[src/common/uart_rx_pkg.sv]
// Register map, field positions, reset values and counts of the serial port
`default_nettype none
package uart_rx_pkg;
	// =========================================================
	// Register indices (byte address is four times the index)
	localparam logic [11:0] MODE_IDX = 12'h020c;
	localparam logic [11:0] STATUS_IDX = 12'h020e;
	localparam logic [11:0] TXWORD_IDX = 12'h0210;
	localparam logic [11:0] RXWORD_IDX = 12'h0212;
	localparam logic [11:0] DIVISOR_IDX = 12'h0214;
	localparam int ADDR_W = 14;
	// =========================================================
	// Reset values
	localparam logic [15:0] MODE_RST = 16'h0000;
	localparam logic [15:0] STATUS_RST = 16'h0110;
	localparam logic [15:0] DIVISOR_RST = 16'h0000;
	// =========================================================
	// Mode register fields
	localparam int MODE_ENABLE_BIT = 15;
	localparam int MODE_STOP_IDLE_BIT = 13;
	localparam int MODE_ALT_PINS_BIT = 10;
	localparam int MODE_WAKE_BIT = 7;
	localparam int MODE_LOOPBACK_BIT = 6;
	localparam int MODE_AUTOBAUD_BIT = 5;
	localparam int MODE_FORMAT_HI = 2;
	localparam int MODE_FORMAT_LO = 1;
	localparam int MODE_STOP_SEL_BIT = 0;
	// =========================================================
	// Status register fields
	localparam int STA_TX_ISEL_BIT = 15;
	localparam int STA_TX_BREAK_BIT = 11;
	localparam int STA_TX_ENABLE_BIT = 10;
	localparam int STA_TX_FULL_BIT = 9;
	localparam int STA_TX_EMPTY_BIT = 8;
	localparam int STA_RX_ISEL_HI = 7;
	localparam int STA_RX_ISEL_LO = 6;
	localparam int STA_ADDR_DET_BIT = 5;
	localparam int STA_IDLE_BIT = 4;
	localparam int STA_PARITY_ERR_BIT = 3;
	localparam int STA_FRAME_ERR_BIT = 2;
	localparam int STA_OVERRUN_BIT = 1;
	localparam int STA_DATA_AVAIL_BIT = 0;
	// =========================================================
	// Character formats
	localparam logic [1:0] FMT_8N = 2'h0;
	localparam logic [1:0] FMT_8E = 2'h1;
	localparam logic [1:0] FMT_8O = 2'h2;
	localparam logic [1:0] FMT_9N = 2'h3;
	// =========================================================
	// Sampling and buffer counts
	localparam logic [3:0] TICK_LAST = 4'hf;
	localparam logic [3:0] TICK_MID = 4'h7;
	localparam logic [2:0] RX_DEPTH = 3'h4;
	localparam logic [2:0] RX_LEVEL_THREE = 3'h3;
	typedef enum {RX_IDLE, RX_START, RX_DATA, RX_PARITY, RX_STOP, RX_WAIT_HIGH} rx_state_type;
endpackage
`default_nettype wire

[src/hw/uart_rx_errors.sv]
// Serial port receive status, errors, break, address detect, loopback, baud and low power
// Contract
// - Framing error set when any selected stop bit samples zero.
// - Framing error is read-only, buffered per word, shown for buffer head, reset-cleared.
// - Parity error set on wrong parity, only in odd or even mode.
// - Parity error is read-only, buffered per word, reset-cleared.
// - Idle flag low from start detection until stop completes, otherwise high.
// - Bit count per character follows format select and stop select.
// - Long break ends after configured bits: zero word, framing error, interrupt, idle.
// - After a bad stop, wait for high line before seeking a start bit.
// - Address detect in nine-bit mode marks ninth-bit-set words as addresses.
// - Address detect raises receive interrupt for every ninth-bit-set word stored in the buffer (none when full or overrun set).
// - Loopback feeds transmitter to receiver and ignores the receive pin.
// - Sixteen-bit divisor; baud is clock over sixteen times divisor plus one.
// - Receive line optionally routed to a capture input for auto-baud.
// - Sleep freezes the module, aborts transfers, drives transmit pin high.
// - Sleep leaves registers and buffers unchanged.
// - Wake bit set: falling receive edge in sleep raises receive interrupt.
// - Wake interrupt only while the module enable bit is set.
// - Idle mode halts the module only when stop-in-idle is set.
// - Formats: eight bits with none, even, odd parity, or nine bits.
// - Data available is high exactly while the receive buffer holds a word.
//
// Register access over Avalon-MM is this design's own decision.
`timescale 1ns/1ps
`default_nettype none
module uart_rx_errors
(
	input wire logic core_clk_i,
	input wire logic rst_i,
	input wire logic [uart_rx_pkg::ADDR_W-1:0] address_i,
	input wire logic read_i,
	input wire logic write_i,
	input wire logic [31:0] writedata_i,
	input wire logic [3:0] byteenable_i,
	output logic [31:0] readdata_o,
	output logic waitrequest_o,
	input wire logic receive_pin_i,
	input wire logic alt_receive_pin_i,
	output logic transmit_pin_o,
	output logic alt_transmit_pin_o,
	output logic capture_route_o,
	input wire logic sleep_i,
	input wire logic cpu_idle_i,
	output logic rx_irq_o,
	output logic tx_irq_o
);
	// =========================================================
	// Bus slave
	logic ack_r;
	logic [31:0] readdata_r;
	wire req = read_i | write_i;
	wire wr_fire = write_i & ack_r;
	wire rd_fire = read_i & ack_r;
	wire [uart_rx_pkg::ADDR_W-1:0] idx = {2'b00, address_i[uart_rx_pkg::ADDR_W-1:2]};
	wire aligned = (address_i[1:0] == 2'b00);
	wire sel_mode = aligned & (idx[11:0] == uart_rx_pkg::MODE_IDX);
	wire sel_sta = aligned & (idx[11:0] == uart_rx_pkg::STATUS_IDX);
	wire sel_tx = aligned & (idx[11:0] == uart_rx_pkg::TXWORD_IDX);
	wire sel_rx = aligned & (idx[11:0] == uart_rx_pkg::RXWORD_IDX);
	wire sel_div = aligned & (idx[11:0] == uart_rx_pkg::DIVISOR_IDX);
	assign waitrequest_o = req & ~ack_r;
	assign readdata_o = readdata_r;

	// =========================================================
	// Registers
	logic [15:0] mode_r;
	logic [15:0] div_r;
	logic tx_isel_r, tx_brk_r, tx_en_r, address_detect_enable_r, overrun_error_flag_r;
	logic [1:0] rx_isel_r;
	function automatic logic [15:0] merge(input logic [15:0] cur, input logic [31:0] wd, input logic [3:0] be);
		merge = {be[1] ? wd[15:8] : cur[15:8], be[0] ? wd[7:0] : cur[7:0]};
	endfunction
	wire [15:0] mode_wr = merge(mode_r, writedata_i, byteenable_i);
	wire [15:0] div_wr = merge(div_r, writedata_i, byteenable_i);
	wire [15:0] sta_wr = merge({tx_isel_r, 3'b000, tx_brk_r, tx_en_r, 2'b00, rx_isel_r, address_detect_enable_r, 3'b000,
		overrun_error_flag_r, 1'b0}, writedata_i, byteenable_i);
	wire enable = mode_r[uart_rx_pkg::MODE_ENABLE_BIT];
	wire stop_idle = mode_r[uart_rx_pkg::MODE_STOP_IDLE_BIT];
	wire alt_pins = mode_r[uart_rx_pkg::MODE_ALT_PINS_BIT];
	wire wake_en = mode_r[uart_rx_pkg::MODE_WAKE_BIT];
	wire loopback = mode_r[uart_rx_pkg::MODE_LOOPBACK_BIT];
	wire autobaud = mode_r[uart_rx_pkg::MODE_AUTOBAUD_BIT];
	wire [1:0] fmt = mode_r[uart_rx_pkg::MODE_FORMAT_HI:uart_rx_pkg::MODE_FORMAT_LO];
	wire stop_bit_select = mode_r[uart_rx_pkg::MODE_STOP_SEL_BIT];
	wire nine = (fmt == uart_rx_pkg::FMT_9N);
	wire par_en = (fmt == uart_rx_pkg::FMT_8E) | (fmt == uart_rx_pkg::FMT_8O);
	wire par_odd = (fmt == uart_rx_pkg::FMT_8O);
	wire run = enable & ~sleep_i & ~(cpu_idle_i & stop_idle);
	wire abort = ~enable | sleep_i;

	// =========================================================
	// Pin synchronisers and line selection
	logic rx_m1_r, rx_s_r, arx_m1_r, arx_s_r, pin_prev_r, tx_drive_r;
	wire pin_line = alt_pins ? arx_s_r : rx_s_r;
	wire rx_line = loopback ? tx_drive_r : pin_line;
	wire wake_evt = sleep_i & enable & wake_en & pin_prev_r & ~pin_line;

	// =========================================================
	// Baud tick
	logic [15:0] baud_cnt_r;
	wire tick = run & (baud_cnt_r == 16'h0000);

	// =========================================================
	// Receiver
	uart_rx_pkg::rx_state_type rx_state_r;
	logic [3:0] rx_tcnt_r;
	logic [3:0] rx_bit_r;
	logic [8:0] rx_sh_r;
	logic rx_par_r, stop_idx_r, stop_bad_r;
	wire [3:0] nbits_m1 = nine ? 4'h8 : 4'h7;
	wire rx_mid = tick & (rx_tcnt_r == uart_rx_pkg::TICK_LAST);
	wire [8:0] rx_word = nine ? rx_sh_r : {1'b0, rx_sh_r[8:1]};
	wire rx_parity_error_flag = par_en & ((^{rx_word[7:0], rx_par_r}) != par_odd);
	wire rx_framing_error_flag = stop_bad_r | ~rx_line;
	wire rx_done = rx_mid & (rx_state_r == uart_rx_pkg::RX_STOP) & (~stop_bit_select | stop_idx_r);
	wire addr_mode = address_detect_enable_r & nine;
	wire store_ok = rx_done & ~(addr_mode & ~rx_word[8]);

	// =========================================================
	// Receive buffer
	logic [10:0] rx_mem_r [0:3];
	logic [1:0] rd_ptr_r, wr_ptr_r;
	logic [2:0] rx_cnt_r;
	wire rx_full = (rx_cnt_r == uart_rx_pkg::RX_DEPTH);
	wire rx_avail = (rx_cnt_r != 3'h0);
	wire push_en = store_ok & ~rx_full & ~overrun_error_flag_r;
	wire pop_en = rd_fire & sel_rx & rx_avail;
	wire [10:0] head = rx_mem_r[rd_ptr_r];
	wire [2:0] cnt_after = rx_cnt_r + 3'h1;
	wire isel_hit = ~rx_isel_r[1] | (rx_isel_r[0] ? (cnt_after == uart_rx_pkg::RX_DEPTH)
		: (cnt_after == uart_rx_pkg::RX_LEVEL_THREE));
	wire push_irq = push_en & (addr_mode ? rx_word[8] : isel_hit);
	wire rx_idle = (rx_state_r == uart_rx_pkg::RX_IDLE) | (rx_state_r == uart_rx_pkg::RX_WAIT_HIGH);

	// =========================================================
	// Transmitter
	logic [8:0] hold_r;
	logic hold_full_r, tx_busy_r;
	logic [12:0] tx_frame_r;
	logic [3:0] tx_left_r, tx_tcnt_r;
	wire tx_par = par_odd ? ~(^hold_r[7:0]) : (^hold_r[7:0]);
	wire tx_bit9 = nine ? hold_r[8] : (par_en ? tx_par : 1'b1);
	wire [12:0] tx_frame = {3'b111, tx_bit9, hold_r[7:0], 1'b0};
	wire [3:0] tx_len = 4'ha + {3'b000, nine | par_en} + {3'b000, stop_bit_select};
	wire tx_load = run & ~tx_busy_r & hold_full_r & tx_en_r;
	wire tx_line = tx_busy_r ? tx_frame_r[0] : 1'b1;
	wire tx_drive = abort ? 1'b1 : (tx_brk_r ? 1'b0 : tx_line);
	wire [15:0] sta_rd = {tx_isel_r, 3'b000, tx_brk_r, tx_en_r, hold_full_r, ~tx_busy_r, rx_isel_r, address_detect_enable_r,
		rx_idle, head[10] & rx_avail, head[9] & rx_avail, overrun_error_flag_r, rx_avail};
	wire [15:0] rd_mux = sel_mode ? mode_r : sel_sta ? sta_rd : sel_rx ? {7'h00, head[8:0]}
		: sel_div ? div_r : 16'h0000;

	// =========================================================
	// Bus and register state
	always_ff @(posedge core_clk_i or posedge rst_i)
	begin
		if (rst_i)
		begin
			ack_r <= 1'b0;
			readdata_r <= 32'h0000_0000;
			mode_r <= uart_rx_pkg::MODE_RST;
			div_r <= uart_rx_pkg::DIVISOR_RST;
		end
		else
		begin
			ack_r <= req & ~ack_r;
			if (req & ~ack_r)
				readdata_r <= {16'h0000, rd_mux};
			if (wr_fire & sel_mode)
				mode_r <= mode_wr;
			if (wr_fire & sel_div)
				div_r <= div_wr;
		end
	end

	always_ff @(posedge core_clk_i or posedge rst_i)
	begin
		if (rst_i)
		begin
			tx_isel_r <= 1'b0;
			tx_brk_r <= 1'b0;
			tx_en_r <= 1'b0;
			rx_isel_r <= 2'b00;
			address_detect_enable_r <= 1'b0;
			overrun_error_flag_r <= 1'b0;
		end
		else
		begin
			if (wr_fire & sel_sta)
			begin
				tx_isel_r <= sta_wr[uart_rx_pkg::STA_TX_ISEL_BIT];
				tx_brk_r <= sta_wr[uart_rx_pkg::STA_TX_BREAK_BIT];
				tx_en_r <= sta_wr[uart_rx_pkg::STA_TX_ENABLE_BIT];
				rx_isel_r <= sta_wr[uart_rx_pkg::STA_RX_ISEL_HI:uart_rx_pkg::STA_RX_ISEL_LO];
				address_detect_enable_r <= sta_wr[uart_rx_pkg::STA_ADDR_DET_BIT];
				overrun_error_flag_r <= overrun_error_flag_r & sta_wr[uart_rx_pkg::STA_OVERRUN_BIT];
			end
			if (store_ok & rx_full)
				overrun_error_flag_r <= 1'b1;
			if (~enable)
			begin
				tx_brk_r <= 1'b0;
				tx_en_r <= 1'b0;
				overrun_error_flag_r <= 1'b0;
			end
		end
	end

	// =========================================================
	// Synchronisers, baud counter and pins
	always_ff @(posedge core_clk_i or posedge rst_i)
	begin
		if (rst_i)
		begin
			rx_m1_r <= 1'b1;
			rx_s_r <= 1'b1;
			arx_m1_r <= 1'b1;
			arx_s_r <= 1'b1;
			pin_prev_r <= 1'b1;
			tx_drive_r <= 1'b1;
			transmit_pin_o <= 1'b1;
			alt_transmit_pin_o <= 1'b1;
			capture_route_o <= 1'b1;
			baud_cnt_r <= 16'h0000;
			rx_irq_o <= 1'b0;
		end
		else
		begin
			rx_m1_r <= receive_pin_i;
			rx_s_r <= rx_m1_r;
			arx_m1_r <= alt_receive_pin_i;
			arx_s_r <= arx_m1_r;
			pin_prev_r <= pin_line;
			tx_drive_r <= tx_drive;
			transmit_pin_o <= alt_pins ? 1'b1 : tx_drive;
			alt_transmit_pin_o <= alt_pins ? tx_drive : 1'b1;
			capture_route_o <= autobaud ? pin_line : 1'b1;
			if (~enable)
				baud_cnt_r <= div_r;
			else if (run)
				baud_cnt_r <= (baud_cnt_r == 16'h0000) ? div_r : baud_cnt_r - 16'h0001;
			rx_irq_o <= push_irq | wake_evt;
		end
	end

	// =========================================================
	// Receive state machine
	always_ff @(posedge core_clk_i or posedge rst_i)
	begin
		if (rst_i)
		begin
			rx_state_r <= uart_rx_pkg::RX_IDLE;
			rx_tcnt_r <= 4'h0;
			rx_bit_r <= 4'h0;
			rx_sh_r <= 9'h000;
			rx_par_r <= 1'b0;
			stop_idx_r <= 1'b0;
			stop_bad_r <= 1'b0;
		end
		else if (abort)
			rx_state_r <= uart_rx_pkg::RX_IDLE;
		else if (run)
		begin
			if (tick)
				rx_tcnt_r <= rx_tcnt_r + 4'h1;
			case (rx_state_r)
				uart_rx_pkg::RX_IDLE:
					if (tick & ~rx_line)
					begin
						rx_state_r <= uart_rx_pkg::RX_START;
						rx_tcnt_r <= 4'h0;
					end
				uart_rx_pkg::RX_START:
					if (tick & (rx_tcnt_r == uart_rx_pkg::TICK_MID))
					begin
						rx_state_r <= rx_line ? uart_rx_pkg::RX_IDLE : uart_rx_pkg::RX_DATA;
						rx_tcnt_r <= 4'h0;
						rx_bit_r <= 4'h0;
						stop_idx_r <= 1'b0;
						stop_bad_r <= 1'b0;
					end
				uart_rx_pkg::RX_DATA:
					if (rx_mid)
					begin
						rx_sh_r <= {rx_line, rx_sh_r[8:1]};
						rx_bit_r <= rx_bit_r + 4'h1;
						if (rx_bit_r == nbits_m1)
							rx_state_r <= par_en ? uart_rx_pkg::RX_PARITY : uart_rx_pkg::RX_STOP;
					end
				uart_rx_pkg::RX_PARITY:
					if (rx_mid)
					begin
						rx_par_r <= rx_line;
						rx_state_r <= uart_rx_pkg::RX_STOP;
					end
				uart_rx_pkg::RX_STOP:
					if (rx_mid)
					begin
						stop_bad_r <= rx_framing_error_flag;
						stop_idx_r <= 1'b1;
						if (rx_done)
							rx_state_r <= rx_line ? uart_rx_pkg::RX_IDLE : uart_rx_pkg::RX_WAIT_HIGH;
					end
				uart_rx_pkg::RX_WAIT_HIGH:
					if (rx_line)
						rx_state_r <= uart_rx_pkg::RX_IDLE;
				default:
					rx_state_r <= uart_rx_pkg::RX_IDLE;
			endcase
		end
	end

	// =========================================================
	// Receive buffer; sleep leaves it untouched
	always_ff @(posedge core_clk_i or posedge rst_i)
	begin
		if (rst_i)
		begin
			rd_ptr_r <= 2'h0;
			wr_ptr_r <= 2'h0;
			rx_cnt_r <= 3'h0;
		end
		else if (~enable)
		begin
			rd_ptr_r <= 2'h0;
			wr_ptr_r <= 2'h0;
			rx_cnt_r <= 3'h0;
		end
		else
		begin
			if (push_en)
				wr_ptr_r <= wr_ptr_r + 2'h1;
			if (pop_en)
				rd_ptr_r <= rd_ptr_r + 2'h1;
			if (push_en & ~pop_en)
				rx_cnt_r <= rx_cnt_r + 3'h1;
			else if (pop_en & ~push_en)
				rx_cnt_r <= rx_cnt_r - 3'h1;
		end
	end

	always_ff @(posedge core_clk_i or posedge rst_i)
	begin
		if (rst_i)
		begin
			for (int i = 0; i < 4; i++)
				rx_mem_r[i] <= 11'h000;
		end
		else if (push_en)
			rx_mem_r[wr_ptr_r] <= {rx_parity_error_flag, rx_framing_error_flag, rx_word};
	end

	// =========================================================
	// Transmitter
	always_ff @(posedge core_clk_i or posedge rst_i)
	begin
		if (rst_i)
		begin
			hold_r <= 9'h000;
			hold_full_r <= 1'b0;
			tx_busy_r <= 1'b0;
			tx_frame_r <= 13'h1fff;
			tx_left_r <= 4'h0;
			tx_tcnt_r <= 4'h0;
			tx_irq_o <= 1'b0;
		end
		else
		begin
			tx_irq_o <= tx_load;
			if (~enable)
				hold_full_r <= 1'b0;
			else if (wr_fire & sel_tx & ~hold_full_r)
			begin
				hold_r <= writedata_i[8:0];
				hold_full_r <= 1'b1;
			end
			else if (tx_load)
				hold_full_r <= 1'b0;
			if (abort)
				tx_busy_r <= 1'b0;
			else if (tx_load)
			begin
				tx_busy_r <= 1'b1;
				tx_frame_r <= tx_frame;
				tx_left_r <= tx_len;
				tx_tcnt_r <= 4'h0;
			end
			else if (tx_busy_r & tick)
			begin
				tx_tcnt_r <= tx_tcnt_r + 4'h1;
				if (tx_tcnt_r == uart_rx_pkg::TICK_LAST)
				begin
					tx_frame_r <= {1'b1, tx_frame_r[12:1]};
					tx_left_r <= tx_left_r - 4'h1;
					if (tx_left_r == 4'h1)
						tx_busy_r <= 1'b0;
				end
			end
		end
	end
endmodule
`default_nettype wire

[config.mk]
export PLATFORM = sky130hd
export DESIGN_NAME = uart_rx_errors
export DESIGN_NICKNAME = d
export VERILOG_FILES = /design/src/common/uart_rx_pkg.sv /design/src/hw/uart_rx_errors.sv
export SDC_FILE = /design/constraint.sdc
export NUM_CORES = 1
export LEC_CHECK = 0
export BUFFER_PORTS_ARGS = -buffer_cell sky130_fd_sc_hd__buf_2
export CAP_MARGIN = 20
export CORE_ASPECT_RATIO = 1.1
export CORE_UTILIZATION = 64
export CTS_CLUSTER_DIAMETER = 60
export DETAILED_ROUTE_END_ITERATION = 8
export HOLD_SLACK_MARGIN = 0.08
export PLACE_DENSITY_LB_ADDON = 0.1
export RECOVER_POWER = 25
export SLEW_MARGIN = 10
export SYNTH_ARGS = -nofsm -noshare
export SYNTH_HDL_FRONTEND = slang
export SYNTH_SLANG_ARGS = --single-unit
[constraint.sdc]
create_clock -name core_clk_i -period 11.2 [get_ports core_clk_i]
set_input_delay 1.12 -clock core_clk_i [delete_from_list [all_inputs] [get_ports core_clk_i]]
set_output_delay 1.12 -clock core_clk_i [all_outputs]
set_load 0.02 [all_outputs]
==> results of run 1 <==
[layout make-up]
class / instances / area, um2 / area share [%]
clock inverters: 15 / 174 / 1.72
well taps: 188 / 235 / 2.32
clock buffers: 17 / 425 / 4.20
inverters: 25 / 95.1 / 0.939
repair buffers: 65 / 329 / 3.25
multi-input cells: 600 / 4190 / 41.3
flip-flops and latches: 186 / 4680 / 46.2
[power by group]
group	switching, mW	internal (mW)
clock	0.300	0.302
combinational	0.0490	0.0166
sequential	0.00716	0.681
[state kept, by name, indices dropped and copies added (netlist names), 2 cells and up]
register and count:
rx_mem_r 44, baud_cnt_r 16, div_r 16, mode_r 16, readdata_o 16, tx_frame_r 10, hold_r 9, rx_sh_r 9
rx_bit_r 4, rx_tcnt_r 4, tx_left_r 4, tx_tcnt_r 4, rx_cnt_r 3, rx_state_r 3, rd_ptr_r 2, rx_isel_r 2
wr_ptr_r 2
[placed cells by master (no fill, tap or decap), drive strengths merged, types with 8 or more instances in the layout]
cell    netlist  routed
nor3         19      19
or3           8       8
xnor2        22      22
conb          1      16
dfrtp       167     167
buf          34      60
mux2i        28      28
xor2         11      11
inv          25      31
o21ai        85      85
a21oi        22      22
nand3        26      26
dfstp        19      19
nor2         46      46
nand4         9       9
mux2         58      58
ha           17      17
a31oi        13      13
nor4         10      10
a222oi       11      11
nand2       107     107
mux4         11      11
clkbuf       28      22
[worst max-delay path: cells and delay by family]
family   cells  cell delay, ns
buf+inv      4            3.63
[cells by family (layout without fill, tap and decap cells)]
logic type,after synthesis,in the layout
buf+inv,87,122
mux,97,97
other cells,1,16
xor+xnor,33,33
compound gates,171,171
simple gates,266,266
fa+ha+maj,17,17
flops,186,186
[how the worst max path moves through the flow]
stage             from                        to  slack, ns
6_report         rst_i  rx_mem_r[43]$_DFFE_PP0P_       6.91
5_1_grt          rst_i  rx_mem_r[21]$_DFFE_PP0P_       6.06
4_1_cts        sleep_i  rx_mem_r[18]$_DFFE_PP0P_       7.29
3_5_place_dp   sleep_i   rx_mem_r[9]$_DFFE_PP0P_       6.89
3_3_place_gp   sleep_i  rx_mem_r[19]$_DFFE_PP0P_       7.03
2_1_floorplan    rst_i           ack_r$_DFF_PP0_       5.05
[through the flow]
step,utilization (%),setup slack (ns)
2_1_floorplan,-,5.05
3_3_place_gp,68.2,7.03
3_5_place_dp,68.2,6.89
4_1_cts,72.5,7.29
5_1_grt,72.5,6.06
6_report,72.5,6.91
[layer usage]
metal	GRT usage (%)	vias to the layer above	wire (um)
li1	-	3122	-
met1	42.3	3464	9100
met2	52.8	255	11300
met3	6.19	45	1280
met4	12.7	0	600
met5	0	-	0
==> flow_summary_export.csv, run 1 <==
group,metric,value,unit
run_status,result_of_the_run,"finished with violations",
run_status,failed_checks,"capacitance limit, slew limit",
die,num_io_pins,96,
logic_synthesis,post-synth-top-area-cell,"sky130_fd_sc_hd__dfrtp_1",
timing,totalNegativeSetupSlack,0,ns
logic_synthesis,synth.avg_cell_area,10.8,um2
pwr,p_leak,4.57,nW
logic_synthesis,yosysWarnings,0,
timing,report.final.setup_viol,0,
logic_synthesis,synth.mux.area_fraction,12.8,%
logic_synthesis,yosys.cell_count.top_type,"sky130_fd_sc_hd__dfrtp_1",
logic_synthesis,synth_cell_types,70,
cts,tritoncts.num_buffers,17,
logic_synthesis,synth_xor_xnor_area_share,3.13,%
flow_run,timing.max_cap.violations,1,
min_path,hp-class,"reg2reg",
logic_synthesis,synth_area_leaders,"sky130_fd_sc_hd__dfrtp_1, sky130_fd_sc_hd__mux2_2, sky130_fd_sc_hd__dfstp_2",
die,floorplan.rows,45,
place,port_buffers,61,
worst_setup_path,crit_arrival,4.81,ns
cts,clock-root-buffer,"sky130_fd_sc_hd__clkbuf_16",
cts,cts_post_setup_buffers_inserted,0,
worst_setup_path,cpPeakStageDelay,2.08,ns
detailed_routing,detail_route.wl_per_cell,20.4,um
worst_setup_path,critical_path.reg2reg.endpoint,"rx_mem_r[18]$_DFFE_PP0P_",
finish,total_nets_final,970,
logic_synthesis,count_of_flip_flops_with_a_built_in_enable_after_synthesis,0,
place,place_congestion,0.879,
timing,fin_worst_hold_slack,0.364,ns
timing,finalCritPeriodShare,38.3,%
cts,clkLatencyLatePin,0.44,ns
global_routing,grt_antenna_before_repair,0,
global_routing,global_route_wire_length_before_repair,35800,um
cts,path_clk_slew,0.08,ns
cts,ctsLongestPathBuffers,2,
logic_synthesis,synthCells,858,
timing,finalMaxSlewViolations,89,
timing,timing.slew.headroom,-148,%
logic_synthesis,yosys-top-cells-count,"sky130_fd_sc_hd__dfrtp_1, sky130_fd_sc_hd__nand2_1, sky130_fd_sc_hd__o21ai_0, sky130_fd_sc_hd__mux2_2, sky130_fd_sc_hd__nor2_1",
detailed_routing,drt_wl_total,22300,um
detailed_routing,route.detailed.vias_per_inst,6.28,
cts,cts_resized,0,
die,initial_core_util,66.1,%
timing,finalHoldViolations,0,
pwr,power_per_cell_area,134,nW/um2
logic_synthesis,synth_compound_area_share,11.5,%
min_path,min-delay-start,"rx_m1_r$_DFF_PP1_",
pwr,worst_vdd_rail_ir_drop,113,uV
finish,filler_cell_count,1057,
detailed_routing,dr.pass1.iters,5,
worst_setup_path,startpoint_of_the_worst_register_to_register_path,"mode_r[15]$_DFFE_PP0P_",
cts,cts_tree,"yes",
worst_setup_path,critical_setup_path_kind,"in2async",
min_path,worst_hold_path.endpoint,"rx_s_r$_DFF_PP1_",
place,dp_hpwl,15700,um
detailed_routing,vias,6886,
worst_setup_path,ordered_list_of_cells_on_the_worst_path,"buf_2, clkinvlp_2, buf_4, buf_4",
global_routing,grt_start_max_net_pins,89,
finish,post_route_cells_drive_above_1_share,22.5,%
logic_synthesis,synthesis.area,9230,um2
logic_synthesis,synth_top_family_by_area,"simple AND/OR/NAND/NOR gates",
timing,tightest_slew,3.70,ns
worst_setup_path,crit_top_cell,"sky130_fd_sc_hd__buf_4",
finish,area_growth_syn_to_layout,9.69,%
detailed_routing,drt_iter0_drc,577,
global_routing,grt.total_usage,32.2,%
detailed_routing,drc,0,
logic_synthesis,post_synth_fa_ha_maj_area_fraction,2.31,%
die,die_y,128,um
timing,max_freq,233,MHz
logic_synthesis,synth_seq_area_share,50.7,%
worst_setup_path,setup.worst_path.start_class,"input port",
finish,num_antenna_cells,0,
timing,rsz0062_at_grt,"false",
place,dp.cells,1063,
worst_setup_path,setup.reg_to_reg.worst_slack,7.36,ns
die,die_footprint,14900,um2
logic_synthesis,synth_seq_cells,186,
min_path,timing.hold.worst_path_depth,0,
pwr,p_total,1.36,mW
worst_setup_path,r2r.worst_path.cells,7,
cts,cts.sink_count,186,
cts,cts_max_level,4,
global_routing,grt_remaining_overflow,0,
logic_synthesis,asyncSetResetFlopFracSynth,100,%
worst_setup_path,crit_slowest_cell,"sky130_fd_sc_hd__clkinvlp_2",
place,place_area,9530,um2
logic_synthesis,synth_top_area_share,45.3,%
global_routing,grt_pass1_vias,6831,
timing,clock_skew,0.0133,ns
worst_setup_path,worst-path-max-fanout,88,
finish,post-route-cell-area,10100,um2
worst_setup_path,critPathRequiredTime,11.72,ns
detailed_routing,drtAntennaViolNets,0,
logic_synthesis,synth_simple_gate_area_share,15.0,%
cts,cts_hold_buffers,0,
timing,fin_crit,4.29,ns
logic_synthesis,synth_top_flop_cell,"sky130_fd_sc_hd__dfrtp_1",
die,die_width,116,um
die,core-area,14000,um2
finish,stdcell_count,1096,
worst_setup_path,critPathCaptureType,"asynchronous set/reset pin",
Power figures use the tool's default switching activity.
==> inputs of run 2 (changes only) <==
--- a/config.mk
+++ b/config.mk
@@ -8,7 +8,7 @@
 export BUFFER_PORTS_ARGS = -buffer_cell sky130_fd_sc_hd__buf_2
 export CAP_MARGIN = 20
 export CORE_ASPECT_RATIO = 1.1
-export CORE_UTILIZATION = 64
+export CORE_UTILIZATION = 59
 export CTS_CLUSTER_DIAMETER = 60
 export DETAILED_ROUTE_END_ITERATION = 8
 export HOLD_SLACK_MARGIN = 0.08
==> constraint.sdc (replaced) <==
create_clock -name core_clk_i -period 4.2 [get_ports core_clk_i]
set_input_delay 0.42 -clock core_clk_i [delete_from_list [all_inputs] [get_ports core_clk_i]]
set_output_delay 0.42 -clock core_clk_i [all_outputs]
set_load 0.02 [all_outputs]
==> run 2 against run 1 <==
Against the previous run: the run still ends with capacitance limit, slew limit left; via count increased by 0.89%; highest routed layer unchanged; sequential share of layout area decreased by 0.36 points; die area increased by 8.3%; final area grew 0.79%; power grew to 2.6 times the previous value; count of clock-buffer cells in the layout unchanged; clock skew down 0.0037 ns.
==> flow_summary_export.csv, run 2 (same netlist as run 1, synthesis figures left out) <==
group,metric,value,unit
run_status,result_of_the_run,"finished with violations",
run_status,failed_checks,"capacitance limit, slew limit",
detailed_routing,drt_iter0_drc,624,
worst_setup_path,critPathTopFamily,"simple AND/OR/NAND/NOR gates",
timing,max_freq,329,MHz
die,initial_core_util,60.8,%
finish,final_common_cell,"sky130_fd_sc_hd__dfrtp_1",
worst_setup_path,critPathRequiredTime,4.53,ns
worst_setup_path,ordered_list_of_cells_on_the_worst_path,"inv_1, ha_1, nor3b_2, nand4_2, buf_4, nor4_4, nand3_1, buf_4, o21ai_0",
die,die_width,121,um
timing,tightest_slew,1.93,ns
timing,rsz0062_at_grt,"false",
global_routing,grt_antenna_before_repair,0,
worst_setup_path,cpPeakStageDelay,0.59,ns
timing,totalNegativeSetupSlack,0,ns
flow_run,timing.max_cap.violations,1,
place,port_buffers,61,
worst_setup_path,critPathCaptureType,"flip-flop",
global_routing,grt_remaining_overflow,0,
finish,final_util,67.2,%
timing,report.final.setup_viol,0,
global_routing,grt.total_usage,29.5,%
timing,timing.final.ws_setup,1.16,ns
global_routing,grt_start_max_net_pins,99,
finish,post_route_cells_drive_above_1_share,21.4,%
global_routing,grt_pass1_vias,6964,
detailed_routing,detail_route.wl_per_cell,20.0,um
die,num_io_pins,96,
place,place_congestion,0.858,
place,dp_hpwl,15900,um
die,die_y,133,um
finish,largest_register_ff_count,44,
worst_setup_path,crit_top_cell,"sky130_fd_sc_hd__buf_4",
timing,clock_skew,0.00964,ns
min_path,hp-class,"in2reg",
cts,cts.sink_count,186,
die,floorplan.rows,47,
detailed_routing,drc,0,
cts,ctsLongestPathBuffers,2,
die,core-area,15200,um2
place,dp_slack,1.02,ns
timing,timing.slew.headroom,-28.8,%
worst_setup_path,timing.critical_path.buf_inv,3,
pwr,worst_vdd_rail_ir_drop,235,uV
global_routing,global_route_wire_length_before_repair,36300,um
finish,filler_cell_count,1162,
timing,finalCritPeriodShare,72.3,%
worst_setup_path,crit_arrival,3.37,ns
timing,finalMaxSlewViolations,35,
die,die_footprint,16100,um2
cts,clkLatencyLatePin,0.44,ns
cts,cts_max_level,4,
cts,cts_tree,"yes",
finish,area_growth_syn_to_layout,10.6,%
finish,total_nets_final,984,
pwr,p_leak,4.57,nW
finish,top_register,"rx_mem_r",
detailed_routing,drt_wl_total,22400,um
cts,tritoncts.num_buffers,17,
worst_setup_path,crit_slowest_cell,"sky130_fd_sc_hd__nor4_4",
finish,num_antenna_cells,0,
detailed_routing,route.detailed.vias_per_inst,6.21,
finish,layout_common_cells,"sky130_fd_sc_hd__dfrtp_1, sky130_fd_sc_hd__nand2_1, sky130_fd_sc_hd__o21ai_0",
detailed_routing,dr.pass1.iters,5,
cts,cts_post_setup_buffers_inserted,0,
worst_setup_path,setup.worst_path.start_class,"flip-flop",
detailed_routing,vias,6947,
cts,clock-root-buffer,"sky130_fd_sc_hd__clkbuf_16",
pwr,power_per_cell_area,349,nW/um2
timing,fin_crit,3.04,ns
worst_setup_path,critical_setup_path_kind,"reg2reg",
timing,finalHoldViolations,0,
worst_setup_path,worst-path-max-fanout,14,
detailed_routing,drtAntennaViolNets,0,
cts,path_clk_slew,0.07,ns
run 2: cell count changes in the layout (fill, tap and decap cells not counted), sizes merged:
cell,before,now
clkinv,6,5
inv,31,29
buf,60,54
clkinvlp,3,5
dlygate4sd3,0,3
clkbuf,22,39
bufinv,0,1
run 2: worst paths after layout:
| kind | start | endpoint | slack [ns] | cells after the start |
|---|---|---|---|---|
| max | baud_cnt_r[0]$_DFFE_PP0P_ | rx_mem_r[43]$_DFFE_PP0P_ | 1.16 | 9 |
| min | writedata_i[14] | mode_r[14]$_DFFE_PP0P_ | 0.23 | 2 |
| max reg2reg | baud_cnt_r[0]$_DFFE_PP0P_ | rx_mem_r[43]$_DFFE_PP0P_ | 1.16 | 9 |
| min reg2reg | arx_m1_r$_DFF_PP1_ | arx_s_r$_DFF_PP1_ | 0.36 | 0 |
| max in group asynchronous | rst_i | alt_transmit_pin_o$_DFF_PP1_ | 1.20 | 5 |
| min in group asynchronous | rst_i | rx_sh_r[1]$_DFFE_PP0P_ | 0.54 | 3 |
run 2: worst reg2reg max path, delay by kind of cell, from the launching register on:
family                   cells  cell delay [ns]
buffers and inverters        3             0.63
adder cells (fa/ha/maj)      1             0.19
flip-flops                   1             0.40
AO/OA/AOI/OAI                1             0.24
AND/OR/NAND/NOR              4             1.48
run 2: what timing repair did:
| item | CTS | global route |
|---|---|---|
| resized for setup | 0 | 0 |
| hold endpoints to repair | 2 | 12 |
| hold buffers | 2 | 1 |
run 2: final cells by class:
type	instances	area [um2]	share of cell area, %
sequential	186	4680	45.9
multi-input combinational	600	4190	41.0
timing repair buffer	79	430	4.22
clock buffer	17	425	4.17
tap	196	245	2.40
clock inverter	15	143	1.40
inverter	25	95.1	0.932
run 2: per-layer routing:
metal	part of all wire (%)	wire length, um	track usage [%]
met5	0	0	0
met3	5.1	1150	5.05
met4	1.9	431	10.1
met2	51	11500	49.3
met1	42	9370	39.0
run 2: metrics by stage:
stage,cells,power (mW),area [um2],hold WS [ns]
final,1118,3.56,10200,0.229
after detailed placement,1082,2.05,9630,0.351
after global placement,1082,2.04,9630,0.345
after CTS,1116,3.59,10200,0.225
after floorplan,873,1.98,9290,0.345
after global routing,1118,3.68,10200,0.223
run 2: where the power goes:
part           internal [mW]  total [mW]  leakage [nW]  switching, mW
clock                  0.828        1.55         0.269          0.724
sequential              1.82        1.84          2.51         0.0185
combinational         0.0438       0.174          1.79          0.130
==> inputs of run 3 (changes only) <==
--- a/config.mk
+++ b/config.mk
@@ -5,10 +5,11 @@
 export SDC_FILE = /design/constraint.sdc
 export NUM_CORES = 1
 export LEC_CHECK = 0
+export ABC_AREA = 1
 export BUFFER_PORTS_ARGS = -buffer_cell sky130_fd_sc_hd__buf_2
 export CAP_MARGIN = 20
 export CORE_ASPECT_RATIO = 1.1
-export CORE_UTILIZATION = 59
+export CORE_UTILIZATION = 60
 export CTS_CLUSTER_DIAMETER = 60
 export DETAILED_ROUTE_END_ITERATION = 8
 export HOLD_SLACK_MARGIN = 0.08
==> constraint.sdc (replaced) <==
create_clock -name core_clk_i -period 3 [get_ports core_clk_i]
set_input_delay 0.3 -clock core_clk_i [delete_from_list [all_inputs] [get_ports core_clk_i]]
set_output_delay 0.3 -clock core_clk_i [all_outputs]
set_load 0.02 [all_outputs]
==> run 3 against run 2 <==
Against the previous run: the flow still finishes with violations (capacitance limit, slew limit); wire length up 6.0%; setup slack worse by 0.61 ns; clock power up 50%; global-route usage up 0.92 points; combinational power up 13%; non-clock buffer count down 1; count of clock-buffer cells in the layout up 3; critical path type unchanged; critical endpoint is now rx_mem_r[32]$_DFFE_PP0P_; largest cell class unchanged; highest routed layer unchanged.
==> flow_summary_export.csv, run 3 <==
group,metric,value,unit
run_status,result_of_the_run,"finished with violations",
run_status,failed_checks,"capacitance limit, slew limit",
logic_synthesis,asyncSetResetFlopFracSynth,100,%
logic_synthesis,synthCells,1190,
detailed_routing,drc,0,
logic_synthesis,synth_seq_cells,186,
finish,area_growth_syn_to_layout,10.5,%
finish,largest_register_ff_count,44,
timing,totalNegativeSetupSlack,0,ns
cts,path_clk_slew,0.07,ns
global_routing,grt_start_max_net_pins,128,
worst_setup_path,timing.critical_path.buf_inv,1,
place,place_congestion,0.905,
worst_setup_path,critPathCaptureType,"flip-flop",
min_path,worst_hold_path.endpoint,"rx_isel_r[0]$_DFFE_PP0P_",
timing,finalHoldViolations,0,
min_path,timing.hold.worst_path_depth,3,
worst_setup_path,worst_setup_path_startpoint,"mode_r[2]$_DFFE_PP0P_",
worst_setup_path,number_of_stages_on_the_worst_setup_path,13,
logic_synthesis,count_of_flip_flops_with_a_built_in_enable_after_synthesis,0,
logic_synthesis,yosys.cell_count.top_type,"sky130_fd_sc_hd__nand2_1",
finish,layout_common_cells,"sky130_fd_sc_hd__nand2_1, sky130_fd_sc_hd__dfrtp_1, sky130_fd_sc_hd__inv_1",
worst_setup_path,critPathRequiredTime,3.37,ns
logic_synthesis,synth_area_leaders,"sky130_fd_sc_hd__dfrtp_1, sky130_fd_sc_hd__nand2_1, sky130_fd_sc_hd__o21ai_0",
finish,total_nets_final,1326,
detailed_routing,vias,8189,
die,die_y,135,um
finish,num_antenna_cells,0,
logic_synthesis,synth_top_flop_cell,"sky130_fd_sc_hd__dfrtp_1",
pwr,p_leak,5.23,nW
timing,max_freq,408,MHz
logic_synthesis,synth_top_area_share,43.2,%
detailed_routing,dr.pass1.iters,5,
worst_setup_path,r2r.worst_path.cells,13,
place,dp_hpwl,17200,um
place,dp.cells,1430,
worst_setup_path,startpoint_of_the_worst_register_to_register_path,"mode_r[2]$_DFFE_PP0P_",
timing,timing.slew.headroom,-14.1,%
pwr,power_per_cell_area,473,nW/um2
timing,clock_skew,0.00586,ns
worst_setup_path,ordered_list_of_cells_on_the_worst_path,"ha_1, o21ai_1, inv_1, nor2_1, o21ai_1, nand2_1, nand2_1, nand2_1, nand2_1, nand2_1, nor2_2, nand2_1, nand2_1",
cts,clock-root-buffer,"sky130_fd_sc_hd__clkbuf_16",
die,initial_core_util,61.5,%
die,num_io_pins,96,
logic_synthesis,synth_cell_types,50,
global_routing,global_route_wire_length_before_repair,38100,um
worst_setup_path,crit_slowest_cell,"sky130_fd_sc_hd__ha_1",
logic_synthesis,synth.avg_cell_area,8.13,um2
logic_synthesis,yosysWarnings,0,
finish,top_register,"rx_mem_r",
detailed_routing,detail_route.wl_per_cell,16.2,um
finish,stdcell_count,1464,
logic_synthesis,yosys-top-cells-count,"sky130_fd_sc_hd__nand2_1, sky130_fd_sc_hd__dfrtp_1, sky130_fd_sc_hd__inv_1, sky130_fd_sc_hd__o21ai_0, sky130_fd_sc_hd__nor2_1",
worst_setup_path,setup.worst_path.start_class,"flip-flop",
worst_setup_path,crit_arrival,2.83,ns
cts,ctsLongestPathBuffers,2,
logic_synthesis,post-synth-top-area-cell,"sky130_fd_sc_hd__dfrtp_1",
logic_synthesis,synthesis.area,9680,um2
timing,finalMaxSlewViolations,128,
timing,fin_crit,2.45,ns
cts,cts_tree,"yes",
worst_setup_path,crit_top_cell,"sky130_fd_sc_hd__nand2_1",
detailed_routing,route.detailed.vias_per_inst,5.59,
die,floorplan.rows,48,
global_routing,grt_pass1_vias,7409,
timing,report.final.setup_viol,0,
global_routing,grt_remaining_overflow,0,
cts,clkLatencyLatePin,0.43,ns
cts,cts.sink_count,186,
cts,tritoncts.num_buffers,17,
worst_setup_path,setup.reg_to_reg.worst_slack,0.55,ns
die,die_footprint,16600,um2
die,die_width,123,um
logic_synthesis,synth_seq_area_share,48.4,%
place,port_buffers,61,
timing,tightest_slew,1.71,ns
flow_run,timing.max_cap.violations,1,
finish,post_route_cells_drive_above_1_share,13.9,%
worst_setup_path,worst-path-max-fanout,19,
detailed_routing,drt_wl_total,23800,um
cts,cts_max_level,4,
finish,final_common_cell,"sky130_fd_sc_hd__nand2_1",
min_path,min-delay-start,"writedata_i[6]",
worst_setup_path,critical_setup_path_kind,"reg2reg",
die,core-area,15700,um2
timing,fin_worst_hold_slack,0.114,ns
worst_setup_path,critPathTopFamily,"simple AND/OR/NAND/NOR gates",
min_path,hp-class,"in2reg",
worst_setup_path,cpPeakStageDelay,0.67,ns
global_routing,grt_antenna_before_repair,0,
global_routing,grt.total_usage,30.4,%
timing,finalCritPeriodShare,81.7,%
worst_setup_path,critical_path.reg2reg.endpoint,"rx_mem_r[32]$_DFFE_PP0P_",
detailed_routing,drt_iter0_drc,699,
detailed_routing,drtAntennaViolNets,0,
pwr,worst_vdd_rail_ir_drop,433,uV
timing,rsz0062_at_grt,"false",
run 3: cell count changes in the layout (fill, tap and decap cells not counted), sizes merged, moves of 14 or more:
| cell | change |
|---|---|
| nand3 | +31 |
| mux2 | -57 |
| nand2 | +188 |
| buf | +20 |
| inv | +121 |
| o21ai | +98 |
| a21oi | +15 |
| clkbuf | -17 |
| nor2 | +47 |
| o211ai | +14 |
| mux2i | -28 |
run 3: per-stage QoR:
step           power, mW  worst slack [ns]  util, %  area [um2]
2_1_floorplan       2.71             0.323        -        9740
3_3_place_gp        2.77             0.649     64.1       10100
3_5_place_dp        2.77             0.584     64.1       10100
4_1_cts             5.09             0.540     68.1       10700
5_1_grt             5.21             0.289     68.0       10700
6_report            5.06             0.548     68.0       10700
run 3: logic make-up (layout without fill, tap and decap cells):
| family | count (synthesis) | after routing | share of synthesized area (%) |
|---|---|---|---|
| AOI/OAI and AO/OA | 272 | 272 | 15.7 |
| xor gates and xnor gates | 24 | 24 | 2.17 |
| adders and majority gates | 17 | 17 | 2.20 |
| buffers and inverters | 202 | 261 | 9.41 |
| DFF | 186 | 186 | 48.4 |
| muxes | 1 | 1 | 0.116 |
| other | 1 | 16 | 0.0388 |
| and+or+nand+nor | 487 | 487 | 22.0 |
run 3: worst reg2reg max path, cell delays in order, from the launching register on:
cell and delay, ns:
sky130_fd_sc_hd__dfrtp_1 0.39, sky130_fd_sc_hd__ha_1 0.67, sky130_fd_sc_hd__o21ai_1 0.26, sky130_fd_sc_hd__inv_1 0.19
sky130_fd_sc_hd__nor2_1 0.06, sky130_fd_sc_hd__o21ai_1 0.20, sky130_fd_sc_hd__nand2_1 0.08, sky130_fd_sc_hd__nand2_1 0.06
sky130_fd_sc_hd__nand2_1 0.07, sky130_fd_sc_hd__nand2_1 0.06, sky130_fd_sc_hd__nand2_1 0.05, sky130_fd_sc_hd__nor2_2 0.16
sky130_fd_sc_hd__nand2_1 0.07, sky130_fd_sc_hd__nand2_1 0.06
run 3: timing repair:
action | in CTS | in global routing
buffers inserted | 0 | 0
hold buffers | 2 | 0
endpoints found under the hold margin | 2 | 0
resized for setup | 0 | 0
run 3: worst max-delay path by stage:
stage | endpoint | slack, ns
after floorplan | ack_r$_DFF_PP0_ | 0.32
after global placement | rx_mem_r[21]$_DFFE_PP0P_ | 0.65
after detailed placement | rx_mem_r[32]$_DFFE_PP0P_ | 0.58
after CTS | rx_mem_r[32]$_DFFE_PP0P_ | 0.54
after global routing | rx_mem_r[10]$_DFFE_PP0P_ | 0.29
final | rx_mem_r[32]$_DFFE_PP0P_ | 0.55
run 3: layer usage:
layer,global-route usage (%),up-vias,part of all wire (%)
met5,0,-,0
met4,12.8,0,3.0
met3,5.98,43,6.5
met2,45.0,274,45
met1,43.7,3898,45
li1,-,3974,-
run 3: layout make-up:
| cell class | instances | area, um2 |
|---|---|---|
| fillers | 1342 | 5040 |
| clock inverters | 12 | 145 |
| multi-input cells | 817 | 4140 |
| flip-flops and latches | 186 | 4680 |
| clock buffers | 20 | 467 |
| repair buffers | 78 | 435 |
| well taps | 200 | 250 |
| inverters | 151 | 574 |
run 3: power breakdown:
part / total [mW] / switching (mW) / internal, mW
clock network: 2.33 / 0.962 / 1.37
logic: 0.196 / 0.151 / 0.0447
registers: 2.53 / 0.00647 / 2.52
